**config.mk**
```make
export PLATFORM = sky130hd
export DESIGN_NAME = adc_ctrl
export DESIGN_NICKNAME = d
export VERILOG_FILES = /design/src/logic/adc_pkg.sv /design/src/logic/adc_ctrl.sv
export SDC_FILE = /design/constraint.sdc
export NUM_CORES = 1
export LEC_CHECK = 0
export BUFFER_PORTS_ARGS = -buffer_cell sky130_fd_sc_hd__buf_2
export CAP_MARGIN = 20
export CORE_ASPECT_RATIO = 1.4
export CORE_MARGIN = 3
export CORE_UTILIZATION = 30
export DETAILED_ROUTE_END_ITERATION = 7
export GPL_TIMING_DRIVEN = 1
export HOLD_SLACK_MARGIN = 0.06
export PLACE_DENSITY_LB_ADDON = 0.08
export SYNTH_ARGS = -nofsm -noshare
export SYNTH_HDL_FRONTEND = slang
export SYNTH_SLANG_ARGS = --single-unit
```
**constraint.sdc**
```tcl
create_clock -name mclk -period 3.82 [get_ports mclk]
set_input_delay 1.146 -clock mclk [delete_from_list [all_inputs] [get_ports mclk]]
set_output_delay 1.146 -clock mclk [all_outputs]
set_load 0.01 [all_outputs]
```
**src/logic/adc_pkg.sv**
```systemverilog
// Package of constants and types for the asynchronous DRAM host controller.
// Summary of operation
// - 64K x4 words, row/column halves on eight lines
// - Refresh all 256 rows every 4 ms
// - Row-only, hidden and column-first refresh styles
// - Wait 500 us, then eight refresh cycles
// - Write strobe before column strobe: early write
// - Non-early write keeps output enable high
// - Write strobe high until read strobes rise
// - Random cycles no closer than 200 ns
// - Read-modify-write cycle lasts at least 280 ns
// - Page column cycles no shorter than 100 ns
// - Column strobe 10 ns before row strobe
// - Counter test: row low 285, cycle 385
// - Counter test writes zeros via counter rows
// - Counter test reads zeros with external rows
// - Counter test writes ones, reads via counter
// - Write data held 35 ns after column fall
package adc_pkg;
  // ****************************************************************
  // Clock and timing figures.
  // ****************************************************************
  localparam int CLK_NS = 25;  // Clock period in ns.
  localparam int T_RC_NS = 200;  // Random cycle time.
  localparam int T_RWC_NS = 280;  // Read-modify-write cycle time.
  localparam int T_PC_NS = 100;  // Page column cycle time.
  localparam int T_RAS_NS = 100;  // Row strobe pulse width.
  localparam int T_RP_NS = 90;  // Row strobe precharge.
  localparam int T_RCD_NS = 25;  // Row to column delay, inside 20..50.
  localparam int T_CAS_NS = 50;  // Column strobe pulse width.
  localparam int T_CP_NS = 40;  // Column strobe precharge.
  localparam int T_CSR_NS = 10;  // Column before row setup.
  localparam int T_RTC_NS = 385;  // Counter test cycle time.
  localparam int T_RTRAS_NS = 285;  // Counter test row low time.
  localparam int T_DH_NS = 35;  // Write data hold from column fall.
  localparam int T_OEH_NS = 25;  // Output enable hold in late write.
  localparam int T_OFF_NS = 30;  // Device output turn-off time.
  localparam int T_RAC_NS = 100;  // Access time from row strobe.
  localparam int T_CAC_NS = 50;  // Access time from column strobe.
  localparam int T_PWR_US = 500;  // Power-up pause.
  localparam int T_REF_MS = 4;  // Refresh period.
  localparam int ROWS = 256;  // Rows to refresh.
  localparam int INIT_REFS = 8;  // Initialisation refresh cycles.
  // Least times round up to whole cycles.
  localparam int C_RCD = (T_RCD_NS + CLK_NS - 1) / CLK_NS;
  localparam int C_CAS = (T_CAS_NS + CLK_NS - 1) / CLK_NS;
  localparam int C_CP = (T_CP_NS + CLK_NS - 1) / CLK_NS;
  localparam int C_RP = (T_RP_NS + CLK_NS - 1) / CLK_NS;
  localparam int C_RAS = (T_RAS_NS + CLK_NS - 1) / CLK_NS;
  localparam int C_CSR = (T_CSR_NS + CLK_NS - 1) / CLK_NS;
  localparam int C_RTRAS = (T_RTRAS_NS + CLK_NS - 1) / CLK_NS;
  localparam int C_DH = (T_DH_NS + CLK_NS - 1) / CLK_NS;
  localparam int C_OEH = (T_OEH_NS + CLK_NS - 1) / CLK_NS;
  localparam int C_RC = (T_RC_NS + CLK_NS - 1) / CLK_NS;
  localparam int C_RWC = (T_RWC_NS + CLK_NS - 1) / CLK_NS;
  localparam int C_PC = (T_PC_NS + CLK_NS - 1) / CLK_NS;
  localparam int C_RTC = (T_RTC_NS + CLK_NS - 1) / CLK_NS;
  // Read sample point after column fall: access time, the first edge after
  // valid data, and two synchroniser stages.
  localparam int C_CAC = (T_CAC_NS + CLK_NS - 1) / CLK_NS + 3;
  localparam int C_OFF = (T_OFF_NS + CLK_NS - 1) / CLK_NS;
  // Long counts are defaults of top parameters; longest time rounds down.
  localparam int C_PWR = T_PWR_US * 1000 / CLK_NS;
  localparam int C_REFI = T_REF_MS * 1000000 / CLK_NS / ROWS;
  // ****************************************************************
  // Command codes and states.
  // ****************************************************************
  typedef enum logic [2:0] {
    ADC_CMD_READ = 3'h0,  // Random read.
    ADC_CMD_WRITE = 3'h1,  // Early write.
    ADC_CMD_OEWRITE = 3'h2,  // Output enable controlled write.
    ADC_CMD_RMW = 3'h3,  // Read-modify-write.
    ADC_CMD_ROREF = 3'h4,  // Row-only refresh at given row.
    ADC_CMD_HIDREF = 3'h5,  // Read followed by hidden refresh.
    ADC_CMD_CBRREF = 3'h6,  // Column-before-row refresh.
    ADC_CMD_CTEST = 3'h7  // Counter test cycle, write or read.
  } adc_cmd_e;
  typedef enum logic [3:0] {
    ADC_ST_PWR = 4'h0,
    ADC_ST_IDLE = 4'h1,
    ADC_ST_RAS = 4'h3,
    ADC_ST_CAS = 4'h2,
    ADC_ST_HOLD = 4'h6,
    ADC_ST_PRE = 4'h7,
    ADC_ST_CBR = 4'h5,
    ADC_ST_WR2 = 4'h4,
    ADC_ST_PAGE = 4'hc
  } adc_state_e;
endpackage

```
**src/logic/adc_ctrl.sv**
```systemverilog
// Host controller driving the strobes of a 64K x 4 asynchronous DRAM.
`timescale 1ns/10ps
module adc_ctrl #(
  parameter int PWR_CYCLES = adc_pkg::C_PWR,  // Power-up pause in cycles.
  parameter int REFI_CYCLES = adc_pkg::C_REFI  // Refresh spacing in cycles.
) (
  input wire logic mclk,  // 40 MHz clock.
  input wire logic rst,  // Synchronous reset, active high.
  input wire logic req_valid,  // Request present.
  output logic req_ready,  // Request taken this cycle.
  input wire adc_pkg::adc_cmd_e req_cmd,  // Operation code.
  input wire logic [15:0] req_addr,  // Row in [15:8], column in [7:0].
  input wire logic [3:0] req_wdata,  // Write data.
  input wire logic req_page,  // Keep row open for a page access.
  input wire logic req_ctwr,  // Counter test: 1 writes, 0 reads.
  output logic rsp_valid,  // Read data valid, one-cycle pulse.
  output logic [3:0] rsp_rdata,  // Read data.
  output logic init_done,  // Initialisation finished.
  output logic ras_n,  // Row strobe, active low.
  output logic cas_n,  // Column strobe, active low.
  output logic we_n,  // Write strobe, active low.
  output logic oe_n,  // Output enable, active low.
  output logic [7:0] mux_address,  // Shared row/column address.
  output logic [3:0] data_bus_o,  // Data toward device.
  output logic data_bus_oe,  // High while the host drives the data bus.
  input wire logic [3:0] data_bus_i  // Data from device.
);
  import adc_pkg::*;

  // ****************************************************************
  // State.
  // ****************************************************************
  typedef struct packed {
    adc_state_e st;  // Sequencer state.
    logic [31:0] cnt;  // Phase counter.
    logic [9:0] cyc;  // Cycles since row strobe fell.
    logic [31:0] refc;  // Refresh interval counter.
    logic [8:0] refpend;  // Refresh backlog.
    logic [3:0] initn;  // Init refreshes still owed.
    logic init;  // Initialisation done.
    adc_cmd_e cmd;  // Operation latched.
    logic [15:0] addr;  // Address latched.
    logic [3:0] wd;  // Write data latched.
    logic page;  // Page mode latched.
    logic ctwr;  // Counter test direction.
    logic [7:0] refrow;  // Row-only refresh address.
    logic ras_n, cas_n, we_n, oe_n, doe;
    logic [7:0] ma;
    logic [3:0] dout;
    logic rv;
    logic [3:0] rd;
    logic [3:0] s1, s2;  // Data input synchroniser.
  } adc_s;
  adc_s q, d;

  // Tells whether an operation returns read data to the requester.
  // ordinary, read-modify-write, hidden refresh and counter test reads
  function automatic logic is_rd(adc_cmd_e c, logic w);
    return c == ADC_CMD_READ || c == ADC_CMD_RMW || c == ADC_CMD_HIDREF ||
           (c == ADC_CMD_CTEST && !w);
  endfunction

  // An open page takes a same-row read or write once the column has precharged.
  // page column spacing
  logic page_take;  // Same-row request accepted while the row stays open.
  assign page_take = q.st == ADC_ST_PAGE && q.cnt + 32'(C_CAC + 2) >= 32'(C_PC) &&
                     q.cnt >= 32'(C_CP) && req_valid && q.refpend == 9'h0 &&
                     (req_cmd == ADC_CMD_READ || req_cmd == ADC_CMD_WRITE) &&
                     req_addr[15:8] == q.addr[15:8];

  // Request taken when idle, initialised and no refresh is due, or by an open page.
  // The page case shows on ready too, so the requester never sees a silent take.
  assign req_ready = (q.st == ADC_ST_IDLE && q.init && q.refpend == 9'h0) || page_take;

  // ****************************************************************
  // Sequencer.
  // ****************************************************************
  // The next-state process steps each cycle through strobe phases.
  always_comb begin
    d = q;
    d.rv = 1'b0;
    d.s1 = data_bus_i;
    d.s2 = q.s1;
    d.cnt = q.cnt + 32'h1;
    d.cyc = (q.ras_n) ? 10'h0 : q.cyc + 10'h1;
    if (q.refc >= 32'(REFI_CYCLES - 1)) begin
      d.refc = 32'h0;
      if (q.init && q.refpend != 9'h1ff) begin
        d.refpend = q.refpend + 9'h1;
      end
    end else begin
      d.refc = q.refc + 32'h1;
    end
    case (q.st)
      ADC_ST_PWR: begin
        if (q.cnt >= 32'(PWR_CYCLES - 1)) begin
          d.st = ADC_ST_IDLE;
          d.cnt = 32'h0;
        end
      end
      ADC_ST_IDLE: begin
        d.cnt = 32'h0;
        if (!q.init || q.refpend != 9'h0) begin
          d.cmd = ADC_CMD_ROREF;
          d.addr = {q.refrow, 8'h0};
          d.refrow = q.refrow + 8'h1;
          d.page = 1'b0;
          d.ma = q.refrow;
          d.st = ADC_ST_RAS;
          if (!q.init) begin
            d.initn = q.initn - 4'h1;
          end else begin
            // A refresh tick in this same cycle is kept, not lost.
            d.refpend = d.refpend - 9'h1;
          end
        end else if (req_valid) begin
          d.cmd = req_cmd;
          d.addr = req_addr;
          d.wd = req_wdata;
          d.page = req_page;
          d.ctwr = req_ctwr;
          if (req_cmd == ADC_CMD_CBRREF || req_cmd == ADC_CMD_CTEST) begin
            // Column address settles a cycle before the column strobe falls.
            d.ma = req_addr[7:0];
            d.st = ADC_ST_CBR;
            if (req_cmd == ADC_CMD_CTEST && req_ctwr) begin
              d.we_n = 1'b0;
              d.oe_n = 1'b1;
              d.dout = req_wdata;
              d.doe = 1'b1;
            end
          end else begin
            d.ma = req_addr[15:8];
            d.st = ADC_ST_RAS;
          end
        end
      end
      ADC_ST_CBR: begin
        if (q.cas_n) begin
          // Column strobe first, the row strobe follows after the setup time.
          d.cas_n = 1'b0;
          d.cnt = 32'h0;
        end else if (q.cnt >= 32'(C_CSR - 1) && (q.oe_n || q.cnt >= 32'(C_RP - 1))) begin
          // A hidden refresh arrives with the output still enabled and the row
          // strobe just raised, so it also waits out the row precharge.
          d.ras_n = 1'b0;
          d.cnt = 32'h0;
          d.st = ADC_ST_HOLD;
        end
      end
      ADC_ST_RAS: begin
        if (q.ras_n) begin
          d.ras_n = 1'b0;
          d.cnt = 32'h0;
        end else if (q.cmd == ADC_CMD_ROREF) begin
          d.st = ADC_ST_HOLD;
        end else if (q.cnt >= 32'(C_RCD - 1)) begin
          d.ma = q.addr[7:0];
          d.cnt = 32'h0;
          d.st = ADC_ST_CAS;
          if (q.cmd == ADC_CMD_WRITE) begin
            d.we_n = 1'b0;
            d.dout = q.wd;
            d.doe = 1'b1;
          end
          d.oe_n = !is_rd(q.cmd, q.ctwr);
        end
      end
      ADC_ST_CAS: begin
        if (q.cas_n && q.cnt == 32'h0) begin
          d.cas_n = 1'b0;
        end else if (q.cnt >= 32'(C_CAC)) begin
          if (is_rd(q.cmd, 1'b0)) begin
            d.rv = 1'b1;
            d.rd = q.s2;
          end
          d.cnt = 32'h0;
          if (q.cmd == ADC_CMD_OEWRITE || q.cmd == ADC_CMD_RMW) begin
            d.oe_n = 1'b1;
            d.st = ADC_ST_WR2;
          end else begin
            d.st = ADC_ST_HOLD;
          end
        end
      end
      ADC_ST_WR2: begin
        // late write of the same address
        if (q.cnt == 32'(C_OFF)) begin
          d.dout = q.wd;
          d.doe = 1'b1;
        end else if (q.cnt == 32'(C_OFF + C_OEH)) begin
          d.we_n = 1'b0;
        end else if (q.cnt >= 32'(C_OFF + C_OEH + C_DH)) begin
          d.cnt = 32'h0;
          d.st = ADC_ST_HOLD;
        end
      end
      ADC_ST_HOLD: begin
        // counter test read
        // The output is enabled only after the row strobe has fallen, and the
        // word is taken one cycle before the row closes, long past access time.
        if (q.cmd == ADC_CMD_CTEST && !q.ctwr) begin
          d.oe_n = 1'b0;
          if (q.cyc == 10'(C_RTRAS - 1)) begin
            d.rv = 1'b1;
            d.rd = q.s2;
          end
        end
        // write data held past column fall
        if ((q.cmd == ADC_CMD_CTEST && q.cyc >= 10'(C_RTRAS)) ||
            (q.cmd != ADC_CMD_CTEST && q.cyc >= 10'(C_RAS) &&
             q.cnt >= 32'(C_DH))) begin
          if (q.page && q.cmd != ADC_CMD_CTEST && q.cmd != ADC_CMD_CBRREF &&
              q.cmd != ADC_CMD_ROREF && q.cmd != ADC_CMD_HIDREF) begin
            d.cas_n = 1'b1;
            d.we_n = 1'b1;
            d.doe = 1'b0;
            d.oe_n = 1'b1;
            d.cnt = 32'h0;
            d.st = ADC_ST_PAGE;
          end else if (q.cmd != ADC_CMD_HIDREF) begin
            d.ras_n = 1'b1;
            d.cas_n = 1'b1;
            d.we_n = 1'b1;
            d.oe_n = 1'b1;
            d.doe = 1'b0;
            d.cnt = 32'h0;
            d.st = ADC_ST_PRE;
          end else begin
            d.ras_n = 1'b1;
            d.cnt = 32'h0;
            d.cmd = ADC_CMD_CBRREF;
            d.st = ADC_ST_CBR;
          end
        end
      end
      ADC_ST_PAGE: begin
        // Column precharge, then next column if one is waiting.
        // The column cycle counts the strobe low time already spent, so the
        // bound is moved to the left side and can never wrap below zero.
        if (q.cnt + 32'(C_CAC + 2) >= 32'(C_PC) && q.cnt >= 32'(C_CP)) begin
          d.cnt = 32'h0;
          // The same test drives the ready output, so a take is always seen.
          if (page_take) begin
            d.cmd = req_cmd;
            d.addr = req_addr;
            d.wd = req_wdata;
            d.page = req_page;
            d.ma = req_addr[7:0];
            d.oe_n = req_cmd != ADC_CMD_READ;
            if (req_cmd == ADC_CMD_WRITE) begin
              d.we_n = 1'b0;
              d.dout = req_wdata;
              d.doe = 1'b1;
            end
            d.st = ADC_ST_CAS;
          end else begin
            d.ras_n = 1'b1;
            d.st = ADC_ST_PRE;
          end
        end
      end
      ADC_ST_PRE: begin
        if (q.cnt >= 32'(C_RP - 1)) begin
          d.st = ADC_ST_IDLE;
          if (q.initn == 4'h0) begin
            d.init = 1'b1;
          end
        end
      end
      default: d.st = ADC_ST_IDLE;
    endcase
  end

  // Register the whole state; reset parks every strobe inactive.
  always_ff @(posedge mclk) begin
    if (rst) begin
      q <= '0;
      q.st <= ADC_ST_PWR;
      q.initn <= 4'(INIT_REFS);
      q.ras_n <= 1'b1;
      q.cas_n <= 1'b1;
      q.we_n <= 1'b1;
      q.oe_n <= 1'b1;
    end else begin
      q <= d;
    end
  end

  assign ras_n = q.ras_n;
  assign cas_n = q.cas_n;
  assign we_n = q.we_n;
  assign oe_n = q.oe_n;
  assign mux_address = q.ma;
  assign data_bus_o = q.dout;
  assign data_bus_oe = q.doe;
  assign rsp_valid = q.rv;
  assign rsp_rdata = q.rd;
  assign init_done = q.init;

  // ****************************************************************
  // Checks.
  // ****************************************************************
  AST_CAS_LOW_MIN: assert property (@(posedge mclk) disable iff (rst)
    $fell(cas_n) |-> !cas_n [*2]) else $error("column strobe too short");
  AST_CBR_SETUP: assert property (@(posedge mclk) disable iff (rst)
    ($fell(ras_n) && !cas_n) |-> $past(!cas_n)) else $error("cbr setup");
  // host silent while the device may drive
  AST_NO_BUS_FIGHT: assert property (@(posedge mclk) disable iff (rst)
    data_bus_oe |-> oe_n) else $error("host drives while output enabled");
  AST_RAS_PRE: assert property (@(posedge mclk) disable iff (rst)
    $rose(ras_n) |-> ras_n [*4]) else $error("row precharge too short");
  AST_RAS_WIDTH: assert property (@(posedge mclk) disable iff (rst)
    $fell(ras_n) |-> !ras_n [*4]) else $error("row strobe too short");
  AST_EARLY_WE: assert property (@(posedge mclk) disable iff (rst)
    ($fell(cas_n) && !we_n) |-> data_bus_oe) else $error("early write no data");
  AST_WE_RELEASE: assert property (@(posedge mclk) disable iff (rst)
    $rose(ras_n) && cas_n |-> we_n) else $error("write strobe held low");
  AST_INIT_READY: assert property (@(posedge mclk) disable iff (rst)
    req_ready |-> init_done) else $error("ready before init");
  AST_DATA_HOLD: assert property (@(posedge mclk) disable iff (rst)
    ($fell(cas_n) && !we_n) |-> data_bus_oe [*2]) else $error("data hold");
  COV_READ: cover property (@(posedge mclk) rsp_valid);
  COV_INIT: cover property (@(posedge mclk) $rose(init_done));
  COV_CBR: cover property (@(posedge mclk) $fell(ras_n) && !cas_n);
  // A read answer is a single-cycle pulse.
  AST_RSP_PULSE: assert property (@(posedge mclk) disable iff (rst)
    rsp_valid |=> !rsp_valid) else $error("read response longer than one cycle");
  COV_PAGE: cover property (@(posedge mclk) q.st == ADC_ST_PAGE);
  COV_CTEST_READ: cover property (@(posedge mclk) rsp_valid && q.cmd == ADC_CMD_CTEST);
endmodule

```
==> impl_metrics.ini <==
[floorplanning]
num_io_pins = 56
effective_utilization_at_floorplan = 0.307
cell_row_count = 71
die_y_um = 203
core_footprint_um2 = 27100
area_of_the_die_um2 = 29800
die_w_um = 147

[synth]
yosys_register_bits = 155
post-synth-top-area-cell = sky130_fd_sc_hd__dfxtp_1
synth.area.top_cells = sky130_fd_sc_hd__dfxtp_1, sky130_fd_sc_hd__nor2_1, sky130_fd_sc_hd__xnor2_1
postSynthCellCount = 1035
syn_area_um2 = 8310
synth_area_per_cell_um2 = 8.03
synthFlopType = sky130_fd_sc_hd__dfxtp_1
synth_warnings = 0
synth.yosys.seq_area_share = 0.374
synthDistinctLibCells = 71
post_synth_most_frequent_cells = sky130_fd_sc_hd__dfxtp_1, sky130_fd_sc_hd__nor2_1, sky130_fd_sc_hd__nand2_1
yosys.cell_count.top_type = sky130_fd_sc_hd__dfxtp_1
synth.top_cell.area_share = 0.374
synthArstFlopShare = 0
synth_enable_flop_cells = 0

[cts]
clkLatencyLatePin_ns = 0.43
cts-root-buf = sky130_fd_sc_hd__clkbuf_16
clk_pin_slew_ns = 0.07
cts_buffers = 17
clock_tree.htree_level_count = 4
postCtsHoldBufs = 0
ctsLongestPathBuffers = 2
tritoncts_clock_tree = built
clkSinkCount = 155

[grt]
via_count_of_the_first_global_routing_pass = 7319
grt_busiest_layer = met2
antenna_found_initial = 0
globalRouteOverflowTotal = 0
grt_max_degree = 40
global_route_wire_length_before_repair_um = 39800
grt_util_met3 = 0.0328
met2_usage = 0.296
grt.total_usage = 0.168
global_route.usage.met1 = 0.195

[critical_path]
crit_family = simple AND/OR/NAND/NOR gates
critPathArrivalTime_ns = 2.83
cp.buffers_inverters = 1
cp_max_fo = 4
worstPathCellList = and4_2 > nand3_1 > a2111oi_2 > o2111ai_2 > nor4b_4 > nand4_2 > nor4bb_4 > a21o_1 > buf_2
worst_ep_required_time_ns = 2.67
cpPeakStageDelay_ns = 0.44
critPathLaunchType = flip-flop
crit_type = reg -> out
cp-end-kind = output port
critical_path.slowest_cell = sky130_fd_sc_hd__a2111oi_2
ff2ff_setup_slack_ns = 0.34

[finish]
final_layout_size_suffix_gt1_frac = 0.191
syn2layout_area_growth_pct = 19.8
n_fill_cell = 2864
final_core_util = 0.367
diodes = 0
finalNetCount = 1154

[detailed_routing]
antenna_violating_nets_post_route = 0
drt_first_iter_violations = 448
drt_pre_antenna_iters = 5
avgRoutedWirePerCell_um = 16.7
vias_per_cell = 5.01
total_number_of_vias = 7445
drc = 0
totalWireLength_um = 24900

[pwr]
p_int_uw = 2670
pleak_uw = 0.00384
report.power.total_uw = 3540
share_seq_of_total_power = 0.463
clock_power_share = 0.490
pwr-share-comb = 0.047
p_sw_uw = 866
vdd_drop_max_mv = 0.249
p_sw_frac = 0.245
power_density_cells_nw_per_um2 = 355

[placement]
place.gp.congestion = 0.886
place_hpwl_um = 18300
placement.io_buffers = 55

[timing]
timing.final.ws_setup_ns = -0.156
finalSetupViolations = 1
final.setup_skew_ns = 0.0109
rsz0062_at_grt = true
slew-limit-headroom = 0.312
max_clock_freq_ghz = 0.252
finalCritPeriodShare = 1.04
worst_slew_pin_slew_ns = 1.02
finalHoldViolations = 0
finalWorstPathRequiredPeriod_ns = 3.98
maxSlewViolCount = 0

[outcome]
run_status = complete, but fails checks
failing_checks = setup timing

[hold_path]
hold_path.class = reg -> reg

[flow_run]
drv.max_cap_violation_count = 0
## flip-flops by register name, summed over array words and instances, names as in the netlist
name	cells
data_bus_o	4
d	4
data_bus_oe	1
oe_n	1
init_done	1
q	128
rsp_rdata	4
ras_n	1
we_n	1
cas_n	1
rsp_valid	1
mux_address	8
## kinds of logic (layout without fill, tap and decap cells)
family                   Yosys count  count (layout)  share of synthesized area
AO/OA/AOI/OAI                    171             171                      0.138
XOR/XNOR                          84              84                     0.0886
AND/OR/NAND/NOR                  460             460                      0.277
multiplexers                      25              25                     0.0325
adder cells (fa/ha/maj)           15              15                     0.0226
buffers and inverters            124             188                     0.0676
other                              1              22                   0.000451
flip-flops                       155             155                      0.374
## power by group through the flow
stage	logic (uW)	clock network [uW]	registers, uW
after detailed placement	157	0	1680
after global placement	157	0	1680
after CTS	162	1800	1640
after global routing	181	1870	1640
after floorplan	78.8	0	1680
final	165	1730	1640
## repair_timing
action | CTS | global route
setup endpoints to repair | 1 | 1
resized for setup | 18 | 32
setup buffers | 2 | 5
pin swaps | 4 | 10
## placed cells by master, fill, tap and decap left out, types with 7 or more instances in the layout
cell type and count:
sky130_fd_sc_hd__nor4_1 21, sky130_fd_sc_hd__o31ai_1 10, sky130_fd_sc_hd__nand2b_1 7, sky130_fd_sc_hd__conb_1 22, sky130_fd_sc_hd__dfxtp_1 138, sky130_fd_sc_hd__and2_1 8, sky130_fd_sc_hd__o211ai_1 11, sky130_fd_sc_hd__ha_1 14
sky130_fd_sc_hd__nor2_1 133, sky130_fd_sc_hd__xnor2_1 44, sky130_fd_sc_hd__nor2b_1 14, sky130_fd_sc_hd__a221oi_1 17, sky130_fd_sc_hd__nand3_1 66, sky130_fd_sc_hd__clkbuf_16 17, sky130_fd_sc_hd__o21ai_1 9, sky130_fd_sc_hd__a21oi_1 44
sky130_fd_sc_hd__buf_4 62, sky130_fd_sc_hd__mux2i_1 18, sky130_fd_sc_hd__and3_1 26, sky130_fd_sc_hd__or3_1 10, sky130_fd_sc_hd__nor3_1 31, sky130_fd_sc_hd__nand2_1 78, sky130_fd_sc_hd__nand4_1 25, sky130_fd_sc_hd__a211oi_1 11
sky130_fd_sc_hd__o21ai_0 22, sky130_fd_sc_hd__xor2_1 40, sky130_fd_sc_hd__buf_2 55, sky130_fd_sc_hd__dfxtp_2 14, sky130_fd_sc_hd__inv_1 35
## routing by layer
layer  up-vias  part of all wire
met5         -                 0
met4         0             0.034
met3        48             0.036
met2       143              0.51
met1      3496              0.42
li1       3758                 -
## metrics by stage
step	setup TNS [ns]	hold slack, ns	worst slack [ns]	cells	area (um^2)
after floorplan	0	0.414	0.00719	1056	8400
after global placement	0	0.417	0.0161	1446	9170
after detailed placement	-0.0179	0.420	-0.0179	1446	9170
after CTS	-0.201	0.432	-0.201	1480	9820
after global routing	-0.341	0.449	-0.341	1485	9950
final	-0.156	0.429	-0.156	1485	9950
## final cells by class
class / instances / area (um^2) / share of cell area
Clock buffer: 18 / 429 / 0.0431
Clock inverter: 14 / 159 / 0.0160
Inverter: 37 / 139 / 0.0140
Multi-Input combinational cell: 777 / 4870 / 0.489
Sequential cell: 155 / 3130 / 0.315
Tap cell: 365 / 457 / 0.0459
Timing Repair Buffer: 119 / 772 / 0.0776
## worst paths after layout
kind         startpoint             end  cells after the start
min                d[0]            q[0]                      1
max              q[130]       req_ready                      9
max reg2reg      q[119]  mux_address[0]                     12
min reg2reg        d[0]            q[0]                      1
Note: power is estimated with default switching activity, not from simulation.
